<file path="config.mk">
export PLATFORM = sky130hd
export DESIGN_NAME = hbw_adapter
export DESIGN_NICKNAME = d
export VERILOG_FILES = /design/src/rtl/hbw_pkg.sv /design/src/rtl/hbw_sync3.sv /design/src/rtl/hbw_adapter.sv
export SDC_FILE = /design/constraint.sdc
export NUM_CORES = 1
export LEC_CHECK = 0
export ABC_AREA = 1
export BUFFER_PORTS_ARGS = -buffer_cell sky130_fd_sc_hd__buf_2
export CORE_UTILIZATION = 33
export DETAILED_ROUTE_END_ITERATION = 10
export SYNTH_ARGS = -nofsm -noshare
export SYNTH_HDL_FRONTEND = slang
export SYNTH_SLANG_ARGS = --single-unit
</file>
<file path="constraint.sdc">
create_clock -name clk -period 1.5 [get_ports clk]
set_input_delay 0.3 -clock clk [delete_from_list [all_inputs] [get_ports clk]]
set_output_delay 0.3 -clock clk [all_outputs]
set_load 0.05 [all_outputs]
</file>
<file path="src/rtl/hbw_pkg.sv">
// Package with constants for the host bus width adapter.
package hbw_pkg;
  // ==========================================================================
  // Widths
  localparam int HBW_DATA_W   = 16;
  localparam int HBW_LANE_W   = 8;
  localparam int HBW_ADDR_W   = 13;
  localparam int HBW_WORD_A_W = 12;
  // ==========================================================================
  // Pin levels and reset values
  localparam logic       HBW_WIDTH_8      = 1'h0;
  localparam logic       HBW_WIDTH_16     = 1'h1;
  localparam logic [7:0] HBW_PULLUP_LANE  = 8'hFF;
  localparam logic [1:0] HBW_SYNC_ZERO    = 2'h0;
  localparam logic [2:0] HBW_SYNC3_ZERO   = 3'h0;
  // ==========================================================================
  // Lane masks for byte enables and lane drive, bit 0 the low lane
  localparam logic [1:0] HBW_LANES_NONE   = 2'h0;
  localparam logic [1:0] HBW_LANE_LOW     = 2'h1;
  localparam logic [1:0] HBW_LANE_HIGH    = 2'h2;
  localparam logic [1:0] HBW_LANES_BOTH   = 2'h3;
  // ==========================================================================
  // Access modes decoded from the byte address bit and the width strap
  typedef enum logic [1:0] {
    HBW_ACC_WORD    = 2'b00,
    HBW_ACC_EVEN    = 2'b01,
    HBW_ACC_ODD     = 2'b10,
    HBW_ACC_ILLEGAL = 2'b11
  } hbw_acc_e;
endpackage

</file>
<file path="src/rtl/hbw_sync3.sv">
// Three-stage input synchroniser with agreement filter.
`timescale 1ns/100ps
`default_nettype none
module hbw_sync3
  import hbw_pkg::*;
(
  // Clock and reset
  input  wire logic clk,
  input  wire logic reset,
  // Asynchronous input and filtered level
  input  wire logic din,
  output logic      dout
);
  typedef struct packed {
    logic [2:0] chain;
    logic       level;
  } hbw_sync_s;

  hbw_sync_s st;
  hbw_sync_s next_st;

  // Only stages two and three feed the filter; the first stage is read by the second alone.
  always_comb begin
    next_st = st;
    next_st.chain = {st.chain[1:0], din};
    if (st.chain[1] == st.chain[2]) begin
      next_st.level = st.chain[2];
    end
  end

  always_ff @(posedge clk) begin
    if (reset) begin
      st <= '{chain: HBW_SYNC3_ZERO, level: 1'h0};
    end else begin
      st <= next_st;
    end
  end

  assign dout = st.level;
endmodule // hbw_sync3
`default_nettype wire

</file>
<file path="src/rtl/hbw_adapter.sv">
// Host bus width adapter: byte lane steering in front of a 16-bit internal store.
// How it works
// - Internal data path is 16 bits wide; byte access is the default mode.
// - In byte mode the upper data lane reads as pulled-up ones.
// - In byte mode odd or even address picks the matching byte lane.
// - Address bit low with strap high moves 16 bits; bit high is illegal.
// - Address bit low with strap low gives the even byte on the low lane.
// - Address bit high with strap low gives the odd byte on the low lane.
// - Strap negated selects byte mode, asserted selects word mode.
// - Only host address bits twelve to zero are decoded.
// - Lane zero is the least significant byte, lane one the most.
`timescale 1ns/100ps
`default_nettype none
module hbw_adapter
  import hbw_pkg::*;
#(
  parameter int ADDR_W = HBW_ADDR_W
) (
  // Clock and reset
  input  wire logic                        clk,
  input  wire logic                        reset,
  // Width strap pin
  input  wire logic                        width_sel,
  // Host cycle, already on this clock
  input  wire logic                        host_rd,
  input  wire logic                        host_wr,
  input  wire logic [ADDR_W-1:0]           host_addr,
  input  wire logic [hbw_pkg::HBW_DATA_W-1:0] host_wdata,
  // Host data drive
  output logic [hbw_pkg::HBW_DATA_W-1:0]   host_rdata,
  output logic [1:0]                       host_rdata_oe,
  // Internal word store
  output logic [ADDR_W-2:0]                mem_addr,
  output logic                             mem_rd,
  output logic                             mem_wr,
  output logic [1:0]                       mem_byte_en,
  output logic [hbw_pkg::HBW_DATA_W-1:0]   mem_wdata,
  input  wire logic [hbw_pkg::HBW_DATA_W-1:0] mem_rdata,
  // Status
  output logic                             word_mode,
  output logic                             illegal_access
);
  import hbw_pkg::*;

  // ==========================================================================
  // Decode
  // The strap and the byte address bit together pick one of four access kinds.
  function automatic hbw_acc_e acc_decode(input logic a0, input logic wide_in);
    unique case ({a0, wide_in})
      {1'h0, HBW_WIDTH_16}: acc_decode = HBW_ACC_WORD;
      {1'h0, HBW_WIDTH_8}:  acc_decode = HBW_ACC_EVEN;
      {1'h1, HBW_WIDTH_8}:  acc_decode = HBW_ACC_ODD;
      default:              acc_decode = HBW_ACC_ILLEGAL;
    endcase
  endfunction

  function automatic logic acc_legal(input hbw_acc_e kind);
    acc_legal = (kind != HBW_ACC_ILLEGAL);
  endfunction

  // Bit zero only picks the byte; the higher host lines never reach this block.
  function automatic logic [ADDR_W-2:0] word_addr(input logic [ADDR_W-1:0] a);
    word_addr = a[ADDR_W-1:1];
  endfunction

  // Byte enables of the internal word for a write of the given kind.
  function automatic logic [1:0] lane_enable(input hbw_acc_e kind);
    unique case (kind)
      HBW_ACC_WORD: lane_enable = HBW_LANES_BOTH;
      HBW_ACC_EVEN: lane_enable = HBW_LANE_LOW;
      HBW_ACC_ODD:  lane_enable = HBW_LANE_HIGH;
      default:      lane_enable = HBW_LANES_NONE;
    endcase
  endfunction

  // A byte write arrives on the low lane and is moved to the lane it belongs to.
  // The lane left out is filled, but its byte enable keeps it out of the store.
  function automatic logic [HBW_DATA_W-1:0] lane_place(input hbw_acc_e kind,
                                                       input logic [HBW_DATA_W-1:0] d);
    unique case (kind)
      HBW_ACC_WORD: lane_place = d;
      HBW_ACC_EVEN: lane_place = {HBW_PULLUP_LANE, d[HBW_LANE_W-1:0]};
      HBW_ACC_ODD:  lane_place = {d[HBW_LANE_W-1:0], HBW_PULLUP_LANE};
      default:      lane_place = {HBW_PULLUP_LANE, HBW_PULLUP_LANE};
    endcase
  endfunction

  // A byte read always leaves on the low lane; the high lane shows the pull-up level.
  function automatic logic [HBW_DATA_W-1:0] lane_pick(input hbw_acc_e kind,
                                                      input logic [HBW_DATA_W-1:0] d);
    unique case (kind)
      HBW_ACC_WORD: lane_pick = d;
      HBW_ACC_EVEN: lane_pick = {HBW_PULLUP_LANE, d[HBW_LANE_W-1:0]};
      HBW_ACC_ODD:  lane_pick = {HBW_PULLUP_LANE, d[HBW_DATA_W-1:HBW_LANE_W]};
      default:      lane_pick = {HBW_PULLUP_LANE, HBW_PULLUP_LANE};
    endcase
  endfunction

  // Lanes driven towards the host; the high lane is left to its pull-up in byte mode.
  function automatic logic [1:0] lane_drive(input hbw_acc_e kind);
    unique case (kind)
      HBW_ACC_WORD: lane_drive = HBW_LANES_BOTH;
      HBW_ACC_EVEN: lane_drive = HBW_LANE_LOW;
      HBW_ACC_ODD:  lane_drive = HBW_LANE_LOW;
      default:      lane_drive = HBW_LANES_NONE;
    endcase
  endfunction

  // ==========================================================================
  // State
  typedef struct packed {
    logic [HBW_DATA_W-1:0] rdata;
    logic [1:0]            oe;
    logic [ADDR_W-2:0]     maddr;
    logic                  mrd;
    logic                  mwr;
    logic [1:0]            ben;
    logic [HBW_DATA_W-1:0] wdata;
    logic                  rd_pend;
    hbw_acc_e              rd_acc;
    logic                  illegal;
  } hbw_adp_s;

  // Reset leaves both lanes undriven and the read register at the pull-up level.
  localparam hbw_adp_s ST_IDLE = '{
    rdata:   {HBW_PULLUP_LANE, HBW_PULLUP_LANE},
    oe:      HBW_LANES_NONE,
    maddr:   '0,
    mrd:     1'h0,
    mwr:     1'h0,
    ben:     HBW_LANES_NONE,
    wdata:   '0,
    rd_pend: 1'h0,
    rd_acc:  HBW_ACC_WORD,
    illegal: 1'h0
  };

  hbw_adp_s st;
  hbw_adp_s next_st;
  logic     wide;
  logic     byte_addr_bit;
  hbw_acc_e acc;

  // ==========================================================================
  // Strap filter
  // The strap is a pin, so it is filtered before it steers lanes.
  // A strap change needs four edges to arrive; it is meant to be tied, not toggled.
  hbw_sync3 u_width_sync (
    .clk   (clk),
    .reset (reset),
    .din   (width_sel),
    .dout  (wide)
  );

  assign byte_addr_bit = host_addr[0];
  assign acc           = acc_decode(byte_addr_bit, wide);

  // ==========================================================================
  // Steering
  always_comb begin
    next_st         = st;
    next_st.mrd     = 1'h0;
    next_st.mwr     = 1'h0;
    next_st.rd_pend = 1'h0;
    // The word address follows the host every cycle; the strobes alone qualify it.
    next_st.maddr   = word_addr(host_addr);
    if (host_rd || host_wr) begin
      next_st.illegal = !acc_legal(acc);
    end
    // A write wins when the host raises both strobes; a refused cycle never reaches the store.
    if (host_wr && acc_legal(acc)) begin
      next_st.mwr   = 1'h1;
      next_st.ben   = lane_enable(acc);
      next_st.wdata = lane_place(acc, host_wdata);
    end else if (host_rd && acc_legal(acc)) begin
      next_st.mrd     = 1'h1;
      next_st.ben     = HBW_LANES_BOTH;
      next_st.rd_pend = 1'h1;
      next_st.rd_acc  = acc;
    end
    // The store answers while its read strobe stands, so the lane is taken at the next edge.
    if (st.rd_pend) begin
      next_st.rdata = lane_pick(st.rd_acc, mem_rdata);
      next_st.oe    = lane_drive(st.rd_acc);
    end else if (!host_rd) begin
      next_st.oe = HBW_LANES_NONE;
    end
  end

  // ==========================================================================
  // State register
  always_ff @(posedge clk) begin
    if (reset) begin
      st <= ST_IDLE;
    end else begin
      st <= next_st;
    end
  end

  // ==========================================================================
  // Outputs
  // Host side.
  assign host_rdata     = st.rdata;
  assign host_rdata_oe  = st.oe;

  // Store side.
  assign mem_addr       = st.maddr;
  assign mem_rd         = st.mrd;
  assign mem_wr         = st.mwr;
  assign mem_byte_en    = st.ben;
  assign mem_wdata      = st.wdata;

  // Status.
  assign word_mode      = wide;
  assign illegal_access = st.illegal;
endmodule // hbw_adapter
`default_nettype wire

</file>
==> qor.yml, run 1 <==
clocking:
  clock_path_buffers: 2
  hold_buffers: 0
  clock-sinks: 57
  postCtsResizedCells: 1
  htreeDepth: 3
  clk_pin_slew_ns: 0.07
  insertion_delay_ns: 0.33
  cts_root_buffer: "clkbuf_8"
  cts_made_buffers: 9
  cts_setup_buffers: 0
  cts_tree: "yes"
critical_path:
  endpoint_kind: "primary output"
  crit_type: "register to primary output"
  r2r_start: "st[2]$_SDFFE_PP0P_"
  ff2ff_setup_slack_ns: 0.23
  cp_num_cells: 1
  cp_max_fo: 12
  cp_num_buf_inv: 1
  critPathMaxStageDelay_ns: 0.46
  slowest_stage: "dfxtp_2"
  setup.worst_path.start_class: "register"
  worstPathArrival_ns: 1.10
  crit_start: "mem_rd$_SDFF_PP0_"
  crit_chain: "buf_2"
  endpoint: "mem_rd"
  timing.rr.end: "host_rdata[3]$_SDFFE_PP1P_"
  rr_worst_depth: 8
  path_delay_family: "flip-flops"
  crit_required_ns: 1.20
layout:
  final_cell_mix: "nand2_1 (136), buf_2 (101), dfxtp_1 (55)"
  multiInputGateArea_um2: 1090
  drive_gt1_share_pct: 29.96
  mostFrequentLayoutCell: "nand2_1"
  diodes: 0
  fillers: 926
  final_nets: 517
  area_growth_pct: 15.38
  seqCellArea_um2: 1144
logic_synthesis:
  syn-num-nets: 458
  synthSimpleGateAreaFrac_pct: 33.54
  synth_seq_cells: 57
  synth_seq_area_share_pct: 40.09
  netlist_instances: 400
  synth_area_um2: 2846
  yosysWarningCount: 0
  synth_xor_area_share_pct: 0
  syn_area_per_cell_um2: 7.116
  synth-adder-area-share_pct: 3.516
  synth_compound_area_share_pct: 1.231
  synth_top_family_by_area: "simple AND/OR/NAND/NOR gates"
  synth.distinct_cells: 19
  synthMuxAreaShare_pct: 0
floorplanning:
  fp-row-count: 33
  initial_core_util_pct: 34.30
  dieArea_um2: 9001
  coreArea_um2: 8299
  die_h_um: 94.88
  dieWidth_um: 94.88
  pin_count: 102
timing:
  rsz0062_at_grt: "no"
  worstMarginPinSlew_ns: 0.3196
  relSlewSlack_pct: 78.69
  layout_setup_ws_ns: 0.1035
  skew_ns: 0.006566
  fmax_mhz: 716.1
  setup_viol: 0
  fin_crit_ns: 1.396
  final_max_slew_viol_count: 0
  fin_tns_setup_ns: 0
  hold_viol_final: 0
  whs_ns: 0.1694
  final.period_utilization_pct: 93.10
run:
  cap_violations: 0
pwr:
  vdd_ir_drop_max_v: 0.0005025
  p_per_area_nw_per_um2: 1157
  p_leak_nw: 1.848
  power.total_w: 0.003801
grt:
  grt_antenna_before_repair: 0
  grt_util_all_layers_pct: 14.71
  grt_max_degree: 20
  globalRoute.totalOverflow: 0
  grt_pass1_wl_um: 10120
  grt_pass1_vias: 2280
routing:
  vias: 2423
  dr.pass1.iters: 4
  wl_um: 6131
  vias_per_cell: 4.258
  wl_per_cell_um: 10.78
  drc: 0
  drt_iter0_drc: 57
  ant_nets: 0
status:
  status: "complete, no violations"
worst_hold_path:
  hp-class: "input port to register"
place:
  port_buffers: 101
  pre_cts_ws_ns: 0.1768
  place.gp.congestion: 0.8541
  dp_hpwl_um: 4568
worst min path at each step:
stage | start | endpoint | slack [ns] | cells after the start
2_1_floorplan | host_wr | mem_rd$_SDFF_PP0_ | 0.38 | 1
3_3_place_gp | u_width_sync.next_st[2]$_SDFF_PP0_ | u_width_sync.next_st[3]$_SDFF_PP0_ | 0.40 | 2
3_5_place_dp | u_width_sync.next_st[2]$_SDFF_PP0_ | u_width_sync.next_st[3]$_SDFF_PP0_ | 0.40 | 2
4_1_cts | width_sel | u_width_sync.next_st[2]$_SDFF_PP0_ | 0.15 | 3
5_1_grt | host_addr[7] | mem_addr[6]$_SDFF_PP0_ | 0.15 | 3
6_report | host_addr[8] | mem_addr[7]$_SDFF_PP0_ | 0.17 | 3
synth_stat cells, drive strengths merged:
cell,n,share of area [%]
nand2,138,18
buf,62,16
dfxtp,57,40
nand3,44,7.9
nor2,36,5.3
inv,35,4.6
ha,8,3.5
or2,8,1.8
o21ai,4,0.70
a21oi,3,0.53
clkinv,3,0.40
clkbuf,1,0.13
nor3,1,0.18
cells by family (layout without fill, tap and decap cells):
group,count (synthesis),in the layout
simple gates,227,227
buf+inv,101,165
flops,57,57
fa+ha+maj,8,8
compound gates,7,7
flip-flops by register name, summed over array words and instances (netlist names):
register / flops
host_rdata: 16
illegal_access: 1
mem_wdata: 16
u_width_sync.next_st: 2
u_width_sync.st: 1
mem_wr: 1
u_width_sync.dout: 1
host_rdata_oe: 2
st: 2
mem_rd: 1
mem_addr: 12
mem_byte_en: 2
metal layers:
layer	GRT usage [%]	wire [um]	share of wire, %
met3	5.314	395	6.4
met5	0	0	0
met1	17.60	2832	46
met4	5.682	106	1.7
met2	23.92	2796	46
worst min-delay path, stage by stage:
cell,delay (ns)
buf_2,0.07
inv_1,0.03
nor2_1,0.06
cell type report:
cell class	instances	share of cell area [%]
sequential	57	34.82
tap	105	4.000
clock buffer	11	4.305
clock inverter	5	1.676
timing repair buffer	111	17.68
inverter	38	4.343
multi-input combinational	242	33.18
stage by stage:
stage | std cells | utilization [%] | area (um^2)
final | 569 | 39.57 | 3284
after global routing | 569 | 39.57 | 3284
after CTS | 569 | 39.57 | 3284
after detailed placement | 553 | 37.19 | 3087
after global placement | 553 | 37.19 | 3087
after floorplan | 400 | - | 2848
power by group:
part | internal (W) | switching [W] | total [W]
Combinational | 0.000210 | 0.000524 | 0.000734
Clock | 0.000807 | 0.000616 | 0.00142
Sequential | 0.00160 | 0.0000427 | 0.00164
Note: power is estimated with default switching activity, not from simulation.
==> run 2: changes to the inputs <==
SETUP_SLACK_MARGIN = 0.15   (was unset)
TNS_END_PERCENT = 1   (was unset)
==> run 2 against run 1 <==
Cell count stayed put; via count shrank 0.21%; critical path type unchanged; register-to-register slack gained 0.03 ns; die area stayed put; sequential power barely moved; fmax is 9.0% higher; flip-flop and latch count unchanged; global-route usage stayed put.
==> qor.yml, run 2 (synthesis results as in run 1) <==
routing:
  wl_um: 6144  # was 6131 um
  vias: 2418  # was 2423
  dr.pass1.iters: 6  # was 4
  drt_iter0_drc: 52  # was 57
  vias_per_cell: 4.250  # was 4.258
  ant_nets: 0  # unchanged
  wl_per_cell_um: 10.80  # was 10.78 um
  drc: 0  # unchanged
floorplanning:
  dieArea_um2: 9001  # unchanged
  die_h_um: 94.88  # unchanged
  fp-row-count: 33  # unchanged
  dieWidth_um: 94.88  # unchanged
  pin_count: 102  # unchanged
  initial_core_util_pct: 34.30  # unchanged
  coreArea_um2: 8299  # unchanged
grt:
  grt_util_all_layers_pct: 14.71  # unchanged
  grt_pass1_vias: 2280  # unchanged
  globalRoute.totalOverflow: 0  # unchanged
  grt_antenna_before_repair: 0  # unchanged
  grt_pass1_wl_um: 10120  # unchanged
  grt_max_degree: 20  # unchanged
critical_path:
  critPathMaxStageDelay_ns: 0.38  # was 0.46 ns
  path_delay_family: "flip-flops"  # unchanged
  setup.worst_path.start_class: "register"  # unchanged
  crit_type: "register to primary output"  # unchanged
  cp_num_cells: 1  # unchanged
  crit_chain: "buf_2"  # unchanged
  cp_max_fo: 6  # was 12
  cp_num_buf_inv: 1  # unchanged
  crit_required_ns: 1.20  # about the same
  slowest_stage: "dfxtp_2"  # unchanged
  endpoint_kind: "primary output"  # unchanged
  rr_worst_depth: 6  # was 8
  worstPathArrival_ns: 0.98  # was 1.10 ns
place:
  place.gp.congestion: 0.8541  # unchanged
  port_buffers: 101  # unchanged
  dp_hpwl_um: 4568  # unchanged
  placedInstanceArea_um2: 3087  # unchanged
layout:
  fin_util_pct: 39.70  # was 39.57%
  fillers: 923  # was 926
  drive_gt1_share_pct: 30.60  # was 29.96%
  final_cell_mix: "nand2_1 (135), buf_2 (100), dfxtp_1 (55)"  # was nand2_1 (136), buf_2 (101), dfxtp_1 (55)
  area_growth_pct: 15.74  # was 15.38%
  final_nets: 517  # unchanged
  mostFrequentLayoutCell: "nand2_1"  # unchanged
  diodes: 0  # unchanged
  finalInstanceArea_um2: 3294  # was 3284 um^2
pwr:
  vdd_ir_drop_max_v: 0.0005025  # about the same
  p_per_area_nw_per_um2: 1154  # was 1157 nW/um^2
  p_leak_nw: 1.846  # was 1.848 nW
clocking:
  clock_path_buffers: 2  # unchanged
  cts_tree: "yes"  # unchanged
  cts_made_buffers: 9  # unchanged
  clock-sinks: 57  # unchanged
  clk_pin_slew_ns: 0.07  # about the same
  htreeDepth: 3  # unchanged
  cts_setup_buffers: 0  # unchanged
  insertion_delay_ns: 0.33  # about the same
  cts_root_buffer: "clkbuf_8"  # unchanged
timing:
  skew_ns: 0.006566  # unchanged
  fmax_mhz: 780.7  # was 716.1 MHz
  hold_viol_final: 0  # unchanged
  final.period_utilization_pct: 85.40  # was 93.10%
  fin_crit_ns: 1.281  # was 1.396 ns
  worstMarginPinSlew_ns: 0.3196  # unchanged
  fin_tns_setup_ns: 0  # unchanged
  rsz0062_at_grt: "yes"  # was no
  setup_viol: 0  # unchanged
  final_max_slew_viol_count: 0  # unchanged
  relSlewSlack_pct: 78.69  # unchanged
status:
  status: "complete, no violations"  # unchanged
run:
  cap_violations: 0  # unchanged
worst_hold_path:
  hp-class: "input port to register"  # unchanged
  hold_depth: 3  # unchanged
## run 2: path summary, 6_finish.rpt
check | from | to | slack [ns]
hold / removal | host_addr[8] | mem_addr[7]$_SDFF_PP0_ | 0.17
setup / recovery | u_width_sync.dout$_SDFFE_PP0N_ | word_mode | 0.22
setup reg to reg | u_width_sync.dout$_SDFFE_PP0N_ | mem_wdata[11]$_SDFFE_PP0P_ | 0.26
hold reg to reg | u_width_sync.next_st[2]$_SDFF_PP0_ | u_width_sync.next_st[3]$_SDFF_PP0_ | 0.41
## run 2: power breakdown
part	total, W	switching [W]	leakage (nW)	internal, W
Combinational	0.000739	0.000526	1.28	0.000213
Clock	0.00142	0.000616	0.0953	0.000807
Sequential	0.00164	0.0000429	0.472	0.00160
Total	0.00380	0.00118	1.85	0.00262
## run 2: cell type report
cell class | instances | area (um^2) | area share (%)
clock buffers | 11 | 141.4 | 4.292
clock inverters | 5 | 55.05 | 1.671
inverters | 38 | 142.6 | 4.330
multi-input cells | 242 | 1095 | 33.23
flip-flops and latches | 57 | 1146 | 34.79
well taps | 105 | 131.4 | 3.988
repair buffers | 111 | 583.1 | 17.70
## run 2: repair_timing
| action | in CTS | in global routing |
|---|---|---|
| endpoints found under the setup margin | 1 | 18 |
| gates cloned | 0 | 0 |
| hold buffers | 0 | 0 |
| gates resized for setup | 3 | 3 |
## run 2: per-layer routing
metal / vias up / routed length, um / track usage, %
met3: 8 / 392 / 5.314
met5: - / 0 / 0
met4: 0 / 106 / 5.682
met2: 77 / 2803 / 23.92
met1: 1054 / 2841 / 17.60
li1: 1279 / - / -
## run 2: stage by stage
stage / total power, W / hold slack (ns) / setup slack [ns] / std cells
final: 0.003803 / 0.1695 / 0.2190 / 569
after global routing: 0.004017 / 0.1466 / 0.1404 / 569
after global placement: 0.002414 / 0.3972 / 0.2056 / 553
after detailed placement: 0.002418 / 0.4020 / 0.1768 / 553
after floorplan: 0.002315 / 0.3793 / 0.1536 / 400
after CTS: 0.003868 / 0.1485 / 0.1865 / 569
